`src/pie_params.svh`:
```
// constants for the precise interrupt entry block
`ifndef PIE_PARAMS_SVH
`define PIE_PARAMS_SVH
`define PIE_NUM_DIRECT    3
`define PIE_NUM_SYNC      3
`define PIE_NUM_IRQ       6
`define PIE_NUM_BRCOND    4
`define PIE_GEN_VECTOR    32'h8000_0080
`define PIE_UTLB_VECTOR   32'h8000_0000
`define PIE_RESET_VECTOR  32'hBFC0_0000
`define PIE_EXC_INT       5'h00
`define PIE_EXC_UTLB_LD   5'h02
`define PIE_EXC_UTLB_ST   5'h03
`define PIE_KUC_BIT       1
`define PIE_KUP_BIT       3
`define PIE_STACK_MSB     5
`define PIE_STACK_STEP    2
`define PIE_IEC_BIT       0
`define PIE_MASK_LSB      8
`define PIE_SR_RESET      16'h0000
`define PIE_SYNC_STAGES   2
`endif

```
`src/pie_pkg.sv`:
```
// types for the precise interrupt entry block
`default_nettype none
package pie_pkg;
  typedef enum logic [1:0] {
    PIE_RUN   = 2'b00,
    PIE_ENTER = 2'b01,
    PIE_KERN  = 2'b10
  } pie_state_type;
endpackage
`default_nettype wire

```
`src/pie_core.sv`:
```
// interrupt recognition and precise exception entry
// Functional notes
// - on taking an interrupt, abort all instructions after the interrupted point
// - halt the running process as soon as the interrupt is accepted
// - exception entry loads the return address register with the resume address
// - exception entry loads cause code and pending interrupt bits
// - exception entry clears the current kernel/user bit
// - exception entry clears the current interrupt enable bit
// - the fetch after detection comes from the general exception vector
// - all exceptions use the general vector except reset and user miss
// - recognition only while the pipeline runs; stalls delay it
// - synchronised inputs pass a two-flop synchroniser, three cycles to vector
// - direct inputs reach the vector fetch with one cycle latency
// - no general register is saved by hardware on entry
// - branch instructions can test each branch condition input level
// - four branch condition inputs are provided
// - the mask field gates each interrupt source individually
`timescale 1ns/1ps
`default_nettype none
`include "pie_params.svh"
module pie_core (
  input  wire logic                        clk_i,          // processor clock
  input  wire logic                        resetn_i,       // async reset, low
  input  wire logic [`PIE_NUM_DIRECT-1:0]  irq_direct_i,   // pre-synchronised irqs
  input  wire logic [`PIE_NUM_SYNC-1:0]    irq_async_i,    // asynchronous irqs
  input  wire logic                        pipe_run_i,     // pipeline not stalled
  input  wire logic [31:0]                 resume_pc_i,    // resume address of oldest live instr
  input  wire logic                        other_exc_i,    // non-interrupt exception request
  input  wire logic [4:0]                  other_code_i,   // its exception code
  input  wire logic                        sr_wr_i,        // software writes status
  input  wire logic [15:0]                 sr_wdata_i,     // status write data
  input  wire logic                        rfe_i,          // return from exception
  input  wire logic [`PIE_NUM_BRCOND-1:0]  branch_condition_input_i, // branch test pins
  input  wire logic [1:0]                  bc_sel_i,       // branch condition selected
  output logic                             bc_true_o,      // selected condition level
  output logic                             abort_o,        // kill younger instructions
  output logic                             halt_o,         // hold current process
  output logic                             vec_load_o,     // redirect fetch pulse
  output logic      [31:0]                 vec_addr_o,     // fetch redirect address
  output logic      [31:0]                 epc_o,          // exception return address
  output logic      [4:0]                  exception_code_field_o, // cause code
  output logic      [`PIE_NUM_IRQ-1:0]     pending_irq_field_o,    // raw pending bits
  output logic      [15:0]                 status_o        // status register
);
  logic [`PIE_NUM_SYNC-1:0] irq_sync;
  pie_sync u_sync (
    .clk_i    (clk_i),
    .resetn_i (resetn_i),
    .async_i  (irq_async_i),
    .sync_o   (irq_sync)
  );

  function automatic logic [31:0] pie_vector(input logic [4:0] code);
    if (code == `PIE_EXC_UTLB_LD || code == `PIE_EXC_UTLB_ST)
      pie_vector = `PIE_UTLB_VECTOR;
    else
      pie_vector = `PIE_GEN_VECTOR;
  endfunction

  logic [`PIE_NUM_IRQ-1:0] raw_irq;
  logic [`PIE_NUM_IRQ-1:0] live_irq;
  logic                    take_irq;
  logic                    take_exc;
  pie_pkg::pie_state_type  state_r, state_nxt;
  logic [15:0]             sr_r, sr_nxt;
  logic [31:0]             epc_r, epc_nxt;
  logic [4:0]              code_r, code_nxt;
  logic [`PIE_NUM_IRQ-1:0] pend_r, pend_nxt;
  logic                    abort_r, abort_nxt;
  logic                    halt_r, halt_nxt;
  logic                    vld_r, vld_nxt;
  logic [31:0]             vaddr_r, vaddr_nxt;
  logic                    bc_r, bc_nxt;

  // direct bits are used as they arrive, two stages shorter than the synced ones
  assign raw_irq  = {irq_direct_i, irq_sync};
  assign live_irq = raw_irq & sr_r[`PIE_MASK_LSB +: `PIE_NUM_IRQ];
  // stalls hold recognition off; nothing is lost since irq lines are levels
  assign take_irq = pipe_run_i && sr_r[`PIE_IEC_BIT] && (|live_irq)
                    && (state_r == pie_pkg::PIE_RUN);
  assign take_exc = pipe_run_i && other_exc_i && (state_r == pie_pkg::PIE_RUN);

  always_comb begin
    state_nxt = state_r;
    sr_nxt    = sr_r;
    epc_nxt   = epc_r;
    code_nxt  = code_r;
    abort_nxt = 1'b0;
    halt_nxt  = 1'b0;
    vld_nxt   = 1'b0;
    vaddr_nxt = vaddr_r;
    pend_nxt  = raw_irq; // unmasked view
    bc_nxt    = branch_condition_input_i[bc_sel_i];
    case (state_r)
      pie_pkg::PIE_RUN: begin
        if (sr_wr_i) begin
          sr_nxt = sr_wdata_i;
        end else if (rfe_i) begin
          sr_nxt[`PIE_STACK_MSB:0] = sr_r[`PIE_STACK_MSB:0] >> `PIE_STACK_STEP;
        end
        if (take_irq || take_exc) begin
          halt_nxt  = 1'b1;
          abort_nxt = 1'b1;
          epc_nxt   = resume_pc_i;
          code_nxt  = take_exc ? other_code_i : `PIE_EXC_INT;
          // push the kernel/enable stack, current pair goes to zero
          sr_nxt[`PIE_STACK_MSB:0] = sr_r[`PIE_STACK_MSB:0] << `PIE_STACK_STEP;
          vld_nxt   = 1'b1;
          vaddr_nxt = take_exc ? pie_vector(other_code_i) : `PIE_GEN_VECTOR;
          state_nxt = pie_pkg::PIE_ENTER;
        end
      end
      pie_pkg::PIE_ENTER: begin
        // only state is saved; register context is left to the handler
        // status writes are dropped here so the pushed stack cannot be overwritten
        state_nxt = pie_pkg::PIE_KERN;
      end
      pie_pkg::PIE_KERN: begin
        state_nxt = pie_pkg::PIE_RUN;
        if (sr_wr_i) begin
          sr_nxt = sr_wdata_i;
        end
      end
      default: begin
        state_nxt = pie_pkg::PIE_RUN;
      end
    endcase
  end

  always_ff @(posedge clk_i or negedge resetn_i) begin
    if (!resetn_i) begin
      state_r <= pie_pkg::PIE_RUN;
      sr_r    <= `PIE_SR_RESET;
      epc_r   <= '0;
      code_r  <= '0;
      pend_r  <= '0;
      abort_r <= 1'b0;
      halt_r  <= 1'b0;
      vld_r   <= 1'b0;
      vaddr_r <= `PIE_RESET_VECTOR;
      bc_r    <= 1'b0;
    end else begin
      state_r <= state_nxt;
      sr_r    <= sr_nxt;
      epc_r   <= epc_nxt;
      code_r  <= code_nxt;
      pend_r  <= pend_nxt;
      abort_r <= abort_nxt;
      halt_r  <= halt_nxt;
      vld_r   <= vld_nxt;
      vaddr_r <= vaddr_nxt;
      bc_r    <= bc_nxt;
    end
  end

  assign bc_true_o              = bc_r;
  assign abort_o                = abort_r;
  assign halt_o                 = halt_r;
  assign vec_load_o             = vld_r;
  assign vec_addr_o             = vaddr_r;
  assign epc_o                  = epc_r;
  assign exception_code_field_o = code_r;
  assign pending_irq_field_o    = pend_r;
  assign status_o               = sr_r;

  chk_entry_vector: assert property (@(posedge clk_i) disable iff (!resetn_i)
    take_irq && !take_exc |=> vec_load_o && vec_addr_o == `PIE_GEN_VECTOR)
    else $error("interrupt did not redirect to general vector");
  chk_abort_halt: assert property (@(posedge clk_i) disable iff (!resetn_i)
    vec_load_o |-> abort_o && halt_o)
    else $error("redirect without abort and halt");
  chk_halt_cause: assert property (@(posedge clk_i) disable iff (!resetn_i)
    halt_o |-> $past(take_irq) || $past(take_exc))
    else $error("halt without accepted exception");
  chk_epc_load: assert property (@(posedge clk_i) disable iff (!resetn_i)
    take_irq || take_exc |=> epc_o == $past(resume_pc_i))
    else $error("return address not captured");
  chk_int_code: assert property (@(posedge clk_i) disable iff (!resetn_i)
    take_irq && !take_exc |=> exception_code_field_o == `PIE_EXC_INT)
    else $error("wrong cause code for interrupt");
  chk_kernel_mode: assert property (@(posedge clk_i) disable iff (!resetn_i)
    vec_load_o |-> !status_o[`PIE_KUC_BIT] && status_o[`PIE_KUP_BIT] == $past(status_o[`PIE_KUC_BIT]))
    else $error("kernel mode not entered");
  chk_ie_clear: assert property (@(posedge clk_i) disable iff (!resetn_i)
    vec_load_o |-> !status_o[`PIE_IEC_BIT] ##1 !take_irq)
    else $error("interrupt enable not cleared");
  chk_utlb_vector: assert property (@(posedge clk_i) disable iff (!resetn_i)
    take_exc && (other_code_i == `PIE_EXC_UTLB_LD || other_code_i == `PIE_EXC_UTLB_ST)
    |=> vec_addr_o == `PIE_UTLB_VECTOR)
    else $error("user miss used wrong vector");
  chk_stall_hold: assert property (@(posedge clk_i) disable iff (!resetn_i)
    !pipe_run_i |=> !vec_load_o)
    else $error("exception taken during stall");
  chk_sync_lat: assert property (@(posedge clk_i) disable iff (!resetn_i)
    $rose(irq_async_i[0]) ##1 1'b1 |-> !irq_sync[0] || $past(irq_sync[0]))
    else $error("synchronised irq arrived too early");
  chk_direct_lat: assert property (@(posedge clk_i) disable iff (!resetn_i)
    pipe_run_i && irq_direct_i[0] && sr_r[`PIE_MASK_LSB+`PIE_NUM_SYNC] && sr_r[`PIE_IEC_BIT]
    && state_r == pie_pkg::PIE_RUN && !other_exc_i |=> vec_load_o)
    else $error("direct irq missed one cycle latency");
  chk_mask_gate: assert property (@(posedge clk_i) disable iff (!resetn_i)
    (raw_irq & sr_r[`PIE_MASK_LSB +: `PIE_NUM_IRQ]) == '0 && !other_exc_i |=> !vec_load_o)
    else $error("masked irq was taken");
  chk_pending_raw: assert property (@(posedge clk_i) disable iff (!resetn_i)
    1'b1 |=> pending_irq_field_o == $past(raw_irq))
    else $error("pending field not raw");
  chk_bc_level: assert property (@(posedge clk_i) disable iff (!resetn_i)
    1'b1 |=> bc_true_o == $past(branch_condition_input_i[bc_sel_i]))
    else $error("branch condition level wrong");
  cov_irq_entry: cover property (@(posedge clk_i) disable iff (!resetn_i) take_irq);
  cov_utlb: cover property (@(posedge clk_i) disable iff (!resetn_i)
    vec_load_o && vec_addr_o == `PIE_UTLB_VECTOR);
  cov_stall_irq: cover property (@(posedge clk_i) disable iff (!resetn_i)
    !pipe_run_i && (|live_irq) ##1 take_irq);
  chk_entry_spacing: assert property (@(posedge clk_i) disable iff (!resetn_i)
    vec_load_o |=> !vec_load_o ##1 !vec_load_o)
    else $error("exception taken during entry");
  cov_write_refused: cover property (@(posedge clk_i) disable iff (!resetn_i)
    state_r == pie_pkg::PIE_ENTER && sr_wr_i);
  cov_rfe_pop: cover property (@(posedge clk_i) disable iff (!resetn_i)
    state_r == pie_pkg::PIE_RUN && rfe_i && !sr_wr_i);
endmodule
`default_nettype wire

```
`src/pie_sync.sv`:
```
// two-flop synchroniser for asynchronous interrupt inputs
`timescale 1ns/1ps
`default_nettype none
`include "pie_params.svh"
module pie_sync (
  input  wire logic                       clk_i,    // processor clock
  input  wire logic                       resetn_i, // async reset, low
  input  wire logic [`PIE_NUM_SYNC-1:0]   async_i,  // raw interrupt levels
  output logic      [`PIE_NUM_SYNC-1:0]   sync_o    // synchronised levels
);
  logic [`PIE_NUM_SYNC-1:0] meta_r;
  logic [`PIE_NUM_SYNC-1:0] meta_nxt;
  logic [`PIE_NUM_SYNC-1:0] sync_r;
  logic [`PIE_NUM_SYNC-1:0] sync_nxt;

  always_comb begin
    meta_nxt = async_i;
    sync_nxt = meta_r; // first flop read only here
  end

  always_ff @(posedge clk_i or negedge resetn_i) begin
    if (!resetn_i) begin
      meta_r <= '0;
      sync_r <= '0;
    end else begin
      meta_r <= meta_nxt;
      sync_r <= sync_nxt;
    end
  end

  assign sync_o = sync_r;
endmodule
`default_nettype wire

```
`config.mk`:
```
export PLATFORM = sky130hd
export DESIGN_NAME = pie_core
export DESIGN_NICKNAME = d
export VERILOG_FILES = /design/src/pie_pkg.sv /design/src/pie_core.sv /design/src/pie_sync.sv
export VERILOG_INCLUDE_DIRS = /design/src
export SDC_FILE = /design/constraint.sdc
export NUM_CORES = 1
export LEC_CHECK = 0
export ABC_AREA = 0
export BUFFER_PORTS_ARGS = -buffer_cell sky130_fd_sc_hd__buf_2
export CORE_MARGIN = 8
export CORE_UTILIZATION = 40
export DETAILED_ROUTE_END_ITERATION = 8
export HOLD_SLACK_MARGIN = 0.15
export PLACE_DENSITY = 0.86
export RECOVER_POWER = 50
export SLEW_MARGIN = 20
export SYNTH_ARGS = -nofsm -noshare
export SYNTH_HDL_FRONTEND = slang
export SYNTH_SLANG_ARGS = --single-unit
```
`constraint.sdc`:
```
create_clock -name clk_i -period 1.55 [get_ports clk_i]
set_input_delay 0.2325 -clock clk_i [delete_from_list [all_inputs] [get_ports clk_i]]
set_output_delay 0.2325 -clock clk_i [all_outputs]
set_load 0.05 [all_outputs]
```
==> results of run 1 <==
[flip-flops by register name, indices dropped and copies added, names as in the netlist]
register / flops
exception_code_field_o: 5
epc_o: 32
pending_irq_field_o: 6
vec_addr_o: 2
state_r: 2
u_sync.sync_o: 3
status_o: 16
bc_true_o: 1
u_sync.meta_r: 3
vec_load_o: 1
[Yosys cell counts (all sizes together)]
master and n:
mux2i 4, o21a 2, nand2b 1, o31ai 1, a2bb2oi 1, nor2 6, mux4 1, nand2 2
o211ai 1, a22oi 1, a22o 5, a32o 2, and3 1, a222oi 1, nor2b 1, mux2 44
buf 36, dfrtp 70, a211oi 3, o21ai 1, a21oi 2, a31oi 1, conb 2, dfstp 1
nand3 1, nor3 3, and2 2, a311o 1, o22ai 1, or2 1, inv 4
[power by group]
group | leakage [uW] | internal, uW | switching (uW)
Combinational | 0.00142 | 1690 | 3540
Clock | 0.000114 | 994 | 641
Sequential | 0.000831 | 2550 | 411
Total | 0.00236 | 5230 | 4590
[layout make-up]
class / instances / area (um2)
inverter: 4 / 31.3
multi-input combinational: 113 / 1030
clock inverter: 3 / 65.1
fill: 558 / 2620
tap: 99 / 124
clock buffer: 13 / 159
sequential: 71 / 1790
timing repair buffer: 218 / 1440
[final timing paths]
kind | start | end | slack [ns] | cells after the start
min reg2reg | u_sync.meta_r[1] | u_sync.sync_o[1] | 0.35 | 0
min | bc_sel_i[1] | bc_true_o | 0.19 | 2
max in group asynchronous | resetn_i | vec_addr_o[28] | 0.76 | 3
max | u_sync.sync_o[0] | epc_o[27] | -0.15 | 5
max reg2reg | u_sync.sync_o[0] | epc_o[27] | -0.15 | 5
min in group asynchronous | resetn_i | status_o[13] | 0.45 | 3
[through the flow]
stage               hold WS (ns)  cell area, um2  power, uW   util
global placement           0.278            3800       7890  0.524
floorplan                -0.0631            3110       6820      -
detailed placement         0.287            3800       8000  0.524
CTS                      0.00174            4620       9870  0.637
global route               0.168            4640      10300  0.639
finish                     0.190            4640       9820  0.639
[logic make-up after synthesis]
family,count (synthesis),synth area share
compound gates,23,0.0599
buf+inv,40,0.0985
flops,71,0.591
mux,49,0.218
other cells,2,0.00249
simple gates,18,0.0308
[cells in the final DEF, fill, tap and decap left out, types with 2 or more instances in the layout]
cell	Yosys	final
sky130_fd_sc_hd__dlygate4sd3_1	0	54
sky130_fd_sc_hd__mux2_2	18	16
sky130_fd_sc_hd__a22o_1	5	5
sky130_fd_sc_hd__conb_1	2	23
sky130_fd_sc_hd__o21a_1	2	2
sky130_fd_sc_hd__nor3_1	3	3
sky130_fd_sc_hd__dfrtp_1	70	63
sky130_fd_sc_hd__clkbuf_8	0	11
sky130_fd_sc_hd__a21oi_1	2	2
sky130_fd_sc_hd__buf_2	1	140
sky130_fd_sc_hd__bufinv_16	0	2
sky130_fd_sc_hd__buf_4	32	19
sky130_fd_sc_hd__inv_1	3	3
sky130_fd_sc_hd__clkbuf_1	0	4
sky130_fd_sc_hd__mux2_4	26	28
sky130_fd_sc_hd__nor2_1	5	5
sky130_fd_sc_hd__mux2i_1	4	4
sky130_fd_sc_hd__a32o_1	2	2
sky130_fd_sc_hd__nand2_1	2	2
sky130_fd_sc_hd__a211oi_2	0	2
sky130_fd_sc_hd__dfrtp_2	0	7
[layer usage]
metal / global-route usage / part of all wire / vias to the layer above
met1: 0.169 / 0.37 / 1128
li1: - / - / 1087
met2: 0.270 / 0.50 / 121
met5: 0 / 0 / -
met4: 0.0601 / 0.016 / 0
met3: 0.0635 / 0.12 / 14
[worst register-to-register path: stages (launching register included)]
cell and delay [ns]:
sky130_fd_sc_hd__dfrtp_1 0.39, sky130_fd_sc_hd__a222oi_1 0.32, sky130_fd_sc_hd__and3_1 0.23, sky130_fd_sc_hd__or2_4 0.20, sky130_fd_sc_hd__inv_16 0.09, sky130_fd_sc_hd__mux2_4 0.35
[timing repair]
item                                    in CTS  in global routing
setup buffers                                3                  1
resized for setup                            9                  2
endpoints found under the hold margin      123                  1
hold buffers                                53                  1
pin swaps                                    9                  5
endpoints found under the setup margin      45                 46
==> impl_metrics.prom, run 1 <==
# TYPE chip_impl_metric gauge
chip_impl_info{name="crit_slowest_cell",value="sky130_fd_sc_hd__dfrtp_1"} 1
chip_impl_info{name="critical_path.cell_chain",value="a222oi_1 -> and3_1 -> or2_4 -> inv_16 -> mux2_4"} 1
chip_impl_metric{name="io_buffer_count",unit=""} 142
chip_impl_metric{name="drive_gt1_frac",unit=""} 0.557
chip_impl_metric{name="worst-endpoint-arrival",unit="ns"} 1.92
chip_impl_metric{name="ioPinCount",unit=""} 166
chip_impl_info{name="violations",value="setup timing"} 1
chip_impl_metric{name="floorplan_die_width",unit="um"} 103
chip_impl_metric{name="post-route-period-util",unit=""} 1.10
chip_impl_metric{name="max-cap-violations",unit=""} 0
chip_impl_metric{name="grt_overall_usage",unit=""} 0.157
chip_impl_metric{name="die_y",unit="um"} 103
chip_impl_info{name="status",value="finished with violations"} 1
chip_impl_metric{name="grt_pass1_wl",unit="mm"} 12.7
chip_impl_metric{name="die_area",unit="mm2"} 0.0106
chip_impl_info{name="worstHoldPathType",value="in -> reg"} 1
chip_impl_metric{name="coreArea",unit="mm2"} 0.00725
chip_impl_info{name="cts_tree",value="yes"} 1
chip_impl_metric{name="clock_tree.buffer_depth",unit=""} 2
chip_impl_metric{name="vias_post_dr",unit=""} 2350
chip_impl_metric{name="yosys.cell_types.count",unit=""} 36
chip_impl_info{name="rsz_0062_raised_after_global_routing",value="true"} 1
chip_impl_metric{name="tritoncts.num_buffers",unit=""} 9
chip_impl_metric{name="postSynthCellCount",unit=""} 203
chip_impl_metric{name="syn-cell-area",unit="mm2"} 0.00301
chip_impl_metric{name="yosysWarnings",unit=""} 0
chip_impl_metric{name="cts.htree.levels",unit=""} 3
chip_impl_metric{name="cts.sink_count",unit=""} 71
chip_impl_metric{name="final-hold-violation-count",unit=""} 0
chip_impl_metric{name="dpl_worst_slack",unit="ns"} -0.196
chip_impl_metric{name="postLayoutSetupSlackWorst",unit="ns"} -0.151
chip_impl_metric{name="ant_nets",unit=""} 0
chip_impl_metric{name="layout_min_cycle_time",unit="ns"} 1.70
chip_impl_metric{name="finalNetCount",unit=""} 488
chip_impl_metric{name="timing.fmax",unit="MHz"} 588
chip_impl_metric{name="timing.critical_path.slowest_cell_delay",unit="ns"} 0.39
chip_impl_metric{name="worst-endpoint-required",unit="ns"} 1.76
chip_impl_metric{name="cts.clk_slew.worst_paths",unit="ns"} 0.08
chip_impl_metric{name="worstSkewPairLatency",unit="ns"} 0.33
chip_impl_metric{name="dp_hpwl",unit="mm"} 5.71
chip_impl_metric{name="route.detailed.drc",unit=""} 0
chip_impl_metric{name="setup_total_negative_slack",unit="ns"} -5.19
chip_impl_metric{name="final_cell_count_no_fill",unit=""} 521
chip_impl_metric{name="placed_cells",unit=""} 447
chip_impl_metric{name="routedWlPerCell",unit="um"} 16.1
chip_impl_metric{name="dr.first_iter.drc_count",unit=""} 64
chip_impl_info{name="timing.setup.critical_path_class",value="reg -> reg"} 1
chip_impl_info{name="timing.critical_path.max_delay_family",value="simple AND/OR/NAND/NOR gates"} 1
chip_impl_metric{name="maxSlewViolCount",unit=""} 0
chip_impl_metric{name="timing.final.setup_violations",unit=""} 44
chip_impl_metric{name="route.detailed.vias_per_inst",unit=""} 4.51
chip_impl_metric{name="power_density",unit="mW/mm2"} 2120
chip_impl_metric{name="grt_max_degree",unit=""} 72
chip_impl_metric{name="initial_utilization",unit=""} 0.415
chip_impl_info{name="root_buffer",value="sky130_fd_sc_hd__clkbuf_8"} 1
chip_impl_metric{name="worst_ir_drop_vdd",unit="mV"} 1.21
chip_impl_metric{name="path_buf_inv",unit=""} 1
chip_impl_metric{name="yosysSeqAreaShare",unit=""} 0.591
chip_impl_info{name="worstSetupEndpointType",value="flip-flop"} 1
chip_impl_metric{name="p_leak",unit="uW"} 0.00236
chip_impl_info{name="netlist_top_cells_area",value="sky130_fd_sc_hd__dfrtp_1 (58%), sky130_fd_sc_hd__mux2_4 (13%), sky130_fd_sc_hd__buf_4 (8.0%), sky130_fd_sc_hd__mux2_2 (6.7%), sky130_fd_sc_hd__a22o_1 (1.5%)"} 1
chip_impl_metric{name="area_growth",unit="%"} 54.1
chip_impl_metric{name="first_drt_pass_iteration_count",unit=""} 5
chip_impl_metric{name="routabilityCongestion",unit=""} 0.825
chip_impl_metric{name="synth.ff_latch_count",unit=""} 71
chip_impl_metric{name="overflow",unit=""} 0
chip_impl_metric{name="n_diodes",unit=""} 0
chip_impl_metric{name="fp-row-count",unit=""} 31
chip_impl_metric{name="timing.clock.skew",unit="ns"} 0.0108
chip_impl_metric{name="postSynthAreaPerCell",unit="um2"} 14.8
chip_impl_metric{name="wl",unit="mm"} 8.41
chip_impl_metric{name="yosysTopAreaCellShare",unit=""} 0.582
chip_impl_info{name="synthDominantAreaCellType",value="sky130_fd_sc_hd__dfrtp_1"} 1
chip_impl_metric{name="first_global_vias",unit=""} 2595
chip_impl_info{name="crit_start_category",value="flip-flop"} 1
chip_impl_metric{name="antenna_violations_before_repair",unit=""} 0
chip_impl_metric{name="worstPathMaxFanout",unit=""} 34
No activity file was read; power rests on OpenSTA's default activity.
==> inputs of run 2 (changes only) <==
CORE_MARGIN = 2   (was 8)
SKIP_LAST_GASP = 1   (was not set)
SLEW_MARGIN = not set   (was 20)
==> impl_metrics.prom, run 2 (synthesized netlist as in run 1, its figures left out) <==
# TYPE chip_impl_metric gauge
chip_impl_metric{name="drive_gt1_frac",unit=""} 0.563
chip_impl_metric{name="coreArea",unit="mm2"} 0.00725
chip_impl_info{name="cts_tree",value="yes"} 1
chip_impl_metric{name="flip_flop_count_of_the_largest_register_after_layout",unit=""} 32
chip_impl_metric{name="worstSkewPairLatency",unit="ns"} 0.33
chip_impl_info{name="mostFrequentLayoutCells",value="sky130_fd_sc_hd__buf_2 (139), sky130_fd_sc_hd__dfrtp_1 (63), sky130_fd_sc_hd__dlygate4sd3_1 (53), sky130_fd_sc_hd__mux2_4 (28), sky130_fd_sc_hd__conb_1 (23)"} 1
chip_impl_metric{name="clock_tree.buffer_depth",unit=""} 2
chip_impl_metric{name="wl",unit="mm"} 7.53
chip_impl_metric{name="layout_min_cycle_time",unit="ns"} 1.64
chip_impl_metric{name="tritoncts.num_buffers",unit=""} 9
chip_impl_metric{name="fp-row-count",unit=""} 31
chip_impl_metric{name="dr.first_iter.drc_count",unit=""} 81
chip_impl_metric{name="routabilityCongestion",unit=""} 0.839
chip_impl_metric{name="timing.final.setup_violations",unit=""} 38
chip_impl_metric{name="overflow",unit=""} 0
chip_impl_info{name="rsz_0062_raised_after_global_routing",value="true"} 1
chip_impl_metric{name="worst-endpoint-required",unit="ns"} 1.77
chip_impl_metric{name="setup_total_negative_slack",unit="ns"} -2.65
chip_impl_metric{name="finalNetCount",unit=""} 487
chip_impl_metric{name="timing.fmax",unit="MHz"} 611
chip_impl_info{name="cp-startpoint",value="status_o[8]"} 1
chip_impl_metric{name="grt_max_degree",unit=""} 72
chip_impl_metric{name="io_buffer_count",unit=""} 142
chip_impl_metric{name="ant_nets",unit=""} 0
chip_impl_metric{name="reg2regPathDepth",unit=""} 5
chip_impl_metric{name="p_leak",unit="uW"} 0.00231
chip_impl_metric{name="first_global_vias",unit=""} 2521
chip_impl_metric{name="area_growth",unit="%"} 51.7
chip_impl_metric{name="grt_overall_usage",unit=""} 0.190
chip_impl_metric{name="ioPinCount",unit=""} 166
chip_impl_metric{name="n_diodes",unit=""} 0
chip_impl_metric{name="ctsHoldBuffers",unit=""} 53
chip_impl_info{name="mostFrequentLayoutCell",value="sky130_fd_sc_hd__buf_2"} 1
chip_impl_metric{name="first_drt_pass_iteration_count",unit=""} 4
chip_impl_metric{name="max_slew_margin",unit=""} 0.384
chip_impl_metric{name="post-route-period-util",unit=""} 1.06
chip_impl_info{name="rr_startpoint",value="status_o[8]"} 1
chip_impl_metric{name="worst-endpoint-arrival",unit="ns"} 1.85
chip_impl_metric{name="whs_path_depth",unit=""} 1
chip_impl_metric{name="initial_utilization",unit=""} 0.415
chip_impl_metric{name="postLayoutSetupSlackWorst",unit="ns"} -0.0872
chip_impl_metric{name="detailed_place.area",unit="mm2"} 0.00381
chip_impl_metric{name="floorplan_die_width",unit="um"} 90.8
chip_impl_metric{name="antenna_violations_before_repair",unit=""} 0
chip_impl_info{name="crit_slowest_cell",value="sky130_fd_sc_hd__dfrtp_2"} 1
chip_impl_info{name="critical_path.cell_chain",value="a222oi_1 -> and3_1 -> or2_4 -> inv_12 -> mux2_4"} 1
chip_impl_metric{name="route.detailed.drc",unit=""} 0
chip_impl_metric{name="cts.clk_slew.worst_paths",unit="ns"} 0.08
chip_impl_metric{name="worst_slew_pin_slew",unit="ns"} 0.924
chip_impl_metric{name="route.detailed.vias_per_inst",unit=""} 4.52
chip_impl_metric{name="dp_hpwl",unit="mm"} 4.80
chip_impl_metric{name="max-cap-violations",unit=""} 0
chip_impl_metric{name="cts.sink_count",unit=""} 71
chip_impl_metric{name="timing.clock.skew",unit="ns"} 0.00726
chip_impl_metric{name="maxSlewViolCount",unit=""} 0
chip_impl_metric{name="cts.htree.levels",unit=""} 3
chip_impl_metric{name="finalInstanceArea",unit="mm2"} 0.00457
chip_impl_info{name="min_from",value="irq_direct_i[1]"} 1
chip_impl_info{name="status",value="finished with violations"} 1
chip_impl_metric{name="die_y",unit="um"} 90.8
chip_impl_info{name="crit_start_category",value="flip-flop"} 1
chip_impl_info{name="timing.hold.worst_endpoint",value="pending_irq_field_o[4]"} 1
chip_impl_info{name="root_buffer",value="sky130_fd_sc_hd__clkbuf_8"} 1
chip_impl_info{name="reg2reg_to",value="epc_o[3]"} 1
chip_impl_metric{name="die_area",unit="mm2"} 0.00824
chip_impl_metric{name="grt_pass1_wl",unit="mm"} 12.3
chip_impl_metric{name="worst_ir_drop_vdd",unit="mV"} 1.16
chip_impl_info{name="timing.setup.critical_path_class",value="reg -> reg"} 1
chip_impl_metric{name="ff2ff_setup_slack",unit="ns"} -0.09
chip_impl_info{name="violations",value="setup timing"} 1
chip_impl_metric{name="fin_worst_hold_slack",unit="ns"} 0.0141
chip_impl_info{name="worstSetupEndpointType",value="flip-flop"} 1
chip_impl_metric{name="vias_post_dr",unit=""} 2349
chip_impl_info{name="worstHoldPathType",value="in -> reg"} 1
chip_impl_metric{name="timing.critical_path.slowest_cell_delay",unit="ns"} 0.41
chip_impl_metric{name="routedWlPerCell",unit="um"} 14.5
chip_impl_metric{name="final-hold-violation-count",unit=""} 0
chip_impl_metric{name="power_density",unit="mW/mm2"} 2070
chip_impl_metric{name="worstPathMaxFanout",unit=""} 34
-- run 2: cell types whose count changed in the layout (fill, tap and decap cells not counted), sizes merged --
cell | previous run | this run
bufinv | 2 | 0
clkinvlp | 0 | 3
clkinv | 1 | 4
clkbuf | 15 | 14
dlygate4sd3 | 54 | 53
buf | 162 | 159
-- run 2: worst max path at each step --
| stage | end | depth (start not counted) | slack (ns) |
|---|---|---|---|
| after detailed placement | epc_o[20] | 5 | -0.23 |
| after floorplan | epc_o[0] | 6 | -0.21 |
| after CTS | epc_o[14] | 5 | -0.10 |
| final | epc_o[3] | 5 | -0.09 |
| after global placement | epc_o[20] | 5 | -0.17 |
| after global routing | status_o[1] | 6 | -0.18 |
-- run 2: final cells by class --
cell class | count | area (um2)
fillers | 558 | 2690
flip-flops and latches | 71 | 1790
repair buffers | 217 | 1420
multi-input cells | 113 | 1040
clock buffers | 9 | 124
well taps | 99 | 124
clock inverters | 7 | 50.0
inverters | 4 | 27.5
-- run 2: metal layers --
| layer | wire length [um] | part of all wire | track usage | vias to the layer above |
|---|---|---|---|---|
| met5 | 0 | 0 | 0 | - |
| li1 | - | - | - | 1082 |
| met2 | 3920 | 0.52 | 0.335 | 114 |
| met4 | 91 | 0.012 | 0.0718 | 0 |
| met1 | 2970 | 0.39 | 0.218 | 1143 |
| met3 | 547 | 0.073 | 0.0543 | 10 |
-- run 2: stage by stage --
stage	total power (uW)	utilization	setup WS, ns	instances
after CTS	9500	0.631	-0.104	520
after detailed placement	7990	0.525	-0.227	448
final	9440	0.630	-0.0872	520
after global placement	7860	0.525	-0.166	448
after floorplan	6820	-	-0.212	224
after global routing	9880	0.630	-0.183	520
-- run 2: power breakdown --
group	leakage, uW	internal (uW)	switching (uW)
sequential	0.000831	2550	424
clock	0.0000812	579	693
combinational	0.00140	1700	3500
total	0.00231	4830	4620
-- run 2: timing repair --
action | 4_1_cts | 5_1_grt
cloned | 0 | 0
setup endpoints to repair | 44 | 46
pin swaps | 9 | 0
endpoints found under the hold margin | 123 | 1
setup buffers | 3 | 0
gates resized for setup | 10 | 2
-- run 2: worst max-delay path: cells and delay by family, from the launching register on --
| kind | cells | cell delay [ns] |
|---|---|---|
| flip-flops | 1 | 0.41 |
| multiplexers | 1 | 0.32 |
| AND/OR/NAND/NOR | 2 | 0.40 |
| buffers and inverters | 1 | 0.09 |
| AO/OA/AOI/OAI | 1 | 0.28 |
==> inputs of run 3 (changes only) <==
CORE_UTILIZATION = 41   (was 40)
CTS_BUF_LIST = sky130_fd_sc_hd__clkbuf_2 sky130_fd_sc_hd__clkbuf_4 sky130_fd_sc_hd__clkbuf_8   (was not set)
PLACE_DENSITY = 0.88   (was 0.86)
==> impl_metrics.prom, run 3 (synthesized netlist as in run 1, its figures left out) <==
# TYPE chip_impl_metric gauge
chip_impl_metric{name="timing.fmax",unit="MHz"} 568
chip_impl_info{name="timing.hold.worst_endpoint",value="bc_true_o"} 1
chip_impl_metric{name="cts.htree.levels",unit=""} 3
chip_impl_metric{name="flip_flop_count_of_the_largest_register_after_layout",unit=""} 32
chip_impl_metric{name="tritoncts.num_buffers",unit=""} 9
chip_impl_metric{name="detailed_place.area",unit="mm2"} 0.00380
chip_impl_metric{name="max-cap-violations",unit=""} 0
chip_impl_metric{name="post-route-period-util",unit=""} 1.14
chip_impl_metric{name="ioPinCount",unit=""} 166
chip_impl_metric{name="cts.clk_slew.worst_paths",unit="ns"} 0.07
chip_impl_metric{name="die_y",unit="um"} 89.7
chip_impl_info{name="crit_start_category",value="flip-flop"} 1
chip_impl_info{name="cts_tree",value="yes"} 1
chip_impl_metric{name="n_diodes",unit=""} 0
chip_impl_metric{name="dr.first_iter.drc_count",unit=""} 66
chip_impl_metric{name="reg2regPathDepth",unit=""} 5
chip_impl_metric{name="worst-endpoint-required",unit="ns"} 1.76
chip_impl_metric{name="route.detailed.drc",unit=""} 0
chip_impl_metric{name="placed_cells",unit=""} 447
chip_impl_info{name="worstHoldPathType",value="in -> reg"} 1
chip_impl_metric{name="power_density",unit="mW/mm2"} 2080
chip_impl_metric{name="area_growth",unit="%"} 52.0
chip_impl_info{name="mostFrequentLayoutCell",value="sky130_fd_sc_hd__buf_2"} 1
chip_impl_metric{name="drive_gt1_frac",unit=""} 0.556
chip_impl_metric{name="first_drt_pass_iteration_count",unit=""} 4
chip_impl_metric{name="max_slew_margin",unit=""} 0.374
chip_impl_info{name="rr_startpoint",value="status_o[8]"} 1
chip_impl_metric{name="timing.clock.skew",unit="ns"} 0.00748
chip_impl_metric{name="ff2ff_setup_slack",unit="ns"} -0.21
chip_impl_info{name="cp-startpoint",value="status_o[8]"} 1
chip_impl_info{name="worstSetupEndpointType",value="flip-flop"} 1
chip_impl_metric{name="cts.sink_count",unit=""} 71
chip_impl_metric{name="ant_nets",unit=""} 0
chip_impl_metric{name="routabilityCongestion",unit=""} 0.866
chip_impl_metric{name="dp_hpwl",unit="mm"} 4.68
chip_impl_metric{name="worst-endpoint-arrival",unit="ns"} 1.97
chip_impl_metric{name="timing.final.setup_violations",unit=""} 47
chip_impl_metric{name="route.detailed.vias_per_inst",unit=""} 4.46
chip_impl_metric{name="final_cell_count_no_fill",unit=""} 520
chip_impl_metric{name="wl",unit="mm"} 7.37
chip_impl_metric{name="whs_path_depth",unit=""} 2
chip_impl_metric{name="layout_min_cycle_time",unit="ns"} 1.76
chip_impl_metric{name="fin_worst_hold_slack",unit="ns"} 0.176
chip_impl_metric{name="first_global_vias",unit=""} 2433
chip_impl_metric{name="multi_input_area",unit="mm2"} 0.00103
chip_impl_metric{name="antenna_violations_before_repair",unit=""} 0
chip_impl_info{name="violations",value="setup timing"} 1
chip_impl_info{name="reg2reg_to",value="epc_o[24]"} 1
chip_impl_metric{name="worstSkewPairLatency",unit="ns"} 0.33
chip_impl_metric{name="die_area",unit="mm2"} 0.00804
chip_impl_info{name="root_buffer",value="sky130_fd_sc_hd__clkbuf_8"} 1
chip_impl_metric{name="final-hold-violation-count",unit=""} 0
chip_impl_metric{name="io_buffer_count",unit=""} 142
chip_impl_metric{name="total_power",unit="uW"} 9500
chip_impl_info{name="rsz_0062_raised_after_global_routing",value="true"} 1
chip_impl_metric{name="coreArea",unit="mm2"} 0.00718
chip_impl_metric{name="final-seq-area",unit="mm2"} 0.00179
chip_impl_metric{name="p_leak",unit="uW"} 0.00233
chip_impl_metric{name="clock_tree.buffer_depth",unit=""} 2
chip_impl_metric{name="worst_slew_pin_slew",unit="ns"} 0.939
chip_impl_metric{name="postLayoutSetupSlackWorst",unit="ns"} -0.212
chip_impl_metric{name="grt_overall_usage",unit=""} 0.184
chip_impl_metric{name="worst_ir_drop_vdd",unit="mV"} 1.08
chip_impl_metric{name="grt_max_degree",unit=""} 72
chip_impl_info{name="mostFrequentLayoutCells",value="sky130_fd_sc_hd__buf_2 (139), sky130_fd_sc_hd__dfrtp_1 (63), sky130_fd_sc_hd__dlygate4sd3_1 (54), sky130_fd_sc_hd__mux2_4 (28), sky130_fd_sc_hd__conb_1 (23)"} 1
chip_impl_info{name="min_from",value="bc_sel_i[1]"} 1
chip_impl_metric{name="finalInstanceArea",unit="mm2"} 0.00457
chip_impl_metric{name="worstPathMaxFanout",unit=""} 34
chip_impl_metric{name="setup_total_negative_slack",unit="ns"} -7.84
chip_impl_metric{name="fp-row-count",unit=""} 31
chip_impl_metric{name="overflow",unit=""} 0
chip_impl_metric{name="routedWlPerCell",unit="um"} 14.2
chip_impl_metric{name="fill_cells",unit=""} 541
chip_impl_info{name="status",value="finished with violations"} 1
chip_impl_info{name="timing.setup.critical_path_class",value="reg -> reg"} 1
chip_impl_metric{name="maxSlewViolCount",unit=""} 0
chip_impl_metric{name="finalNetCount",unit=""} 487
chip_impl_metric{name="grt_pass1_wl",unit="mm"} 11.1
chip_impl_metric{name="floorplan_die_width",unit="um"} 89.7
chip_impl_metric{name="vias_post_dr",unit=""} 2318
chip_impl_metric{name="initial_utilization",unit=""} 0.420
run 3: changes by cell type in the layout (fill, tap and decap cells not counted), sizes merged:
| cell | change |
|---|---|
| clkinv | -2 |
| clkbuf | +4 |
| dlygate4sd3 | +1 |
| buf | -1 |
| clkinvlp | -2 |
run 3: stage by stage:
stage	utilization	setup slack (ns)
after CTS	0.635	-0.169
after detailed placement	0.530	-0.212
after floorplan	-	-0.212
final	0.637	-0.212
after global placement	0.530	-0.142
after global routing	0.637	-0.258
run 3: worst max-delay path by stage:
stage / end / cells past startpoint
global placement: epc_o[17] / 5
finish: epc_o[24] / 5
detailed placement: status_o[1] / 6
CTS: epc_o[3] / 5
global route: epc_o[15] / 5
floorplan: epc_o[0] / 6
run 3: area by class of cell:
class,count,area share
clock buffers,13,0.0364
clock inverters,3,0.00383
inverters,4,0.00684
multi-input cells,113,0.226
flip-flops and latches,71,0.391
well taps,99,0.0271
repair buffers,217,0.310
run 3: timing repair:
| item | in CTS | in global routing |
|---|---|---|
| cloned | 0 | 0 |
| hold buffers | 54 | 0 |
| pin swaps | 1 | 4 |
| buffers inserted | 3 | 0 |
| resized for setup | 2 | 8 |
| hold endpoints to repair | 123 | 0 |
| endpoints found under the setup margin | 47 | 47 |
run 3: critical path, cell delays in order, from the launching register on:
cell and delay (ns):
sky130_fd_sc_hd__dfrtp_2 0.41, sky130_fd_sc_hd__a222oi_1 0.35, sky130_fd_sc_hd__and3_1 0.24, sky130_fd_sc_hd__or2_4 0.20, sky130_fd_sc_hd__inv_16 0.09, sky130_fd_sc_hd__mux2_4 0.32
run 3: layer usage:
layer | vias to the layer above | GRT usage | share of wire
met5 | - | 0 | 0
met4 | 0 | 0.0719 | 0.017
met3 | 12 | 0.0420 | 0.068
met2 | 113 | 0.340 | 0.52
met1 | 1110 | 0.205 | 0.40
li1 | 1083 | - | -
run 3: where the power goes:
part           switching, uW  internal (uW)  total [uW]
Clock                    648            700        1350
Sequential               414           2550        2960
Combinational           3500           1690        5190
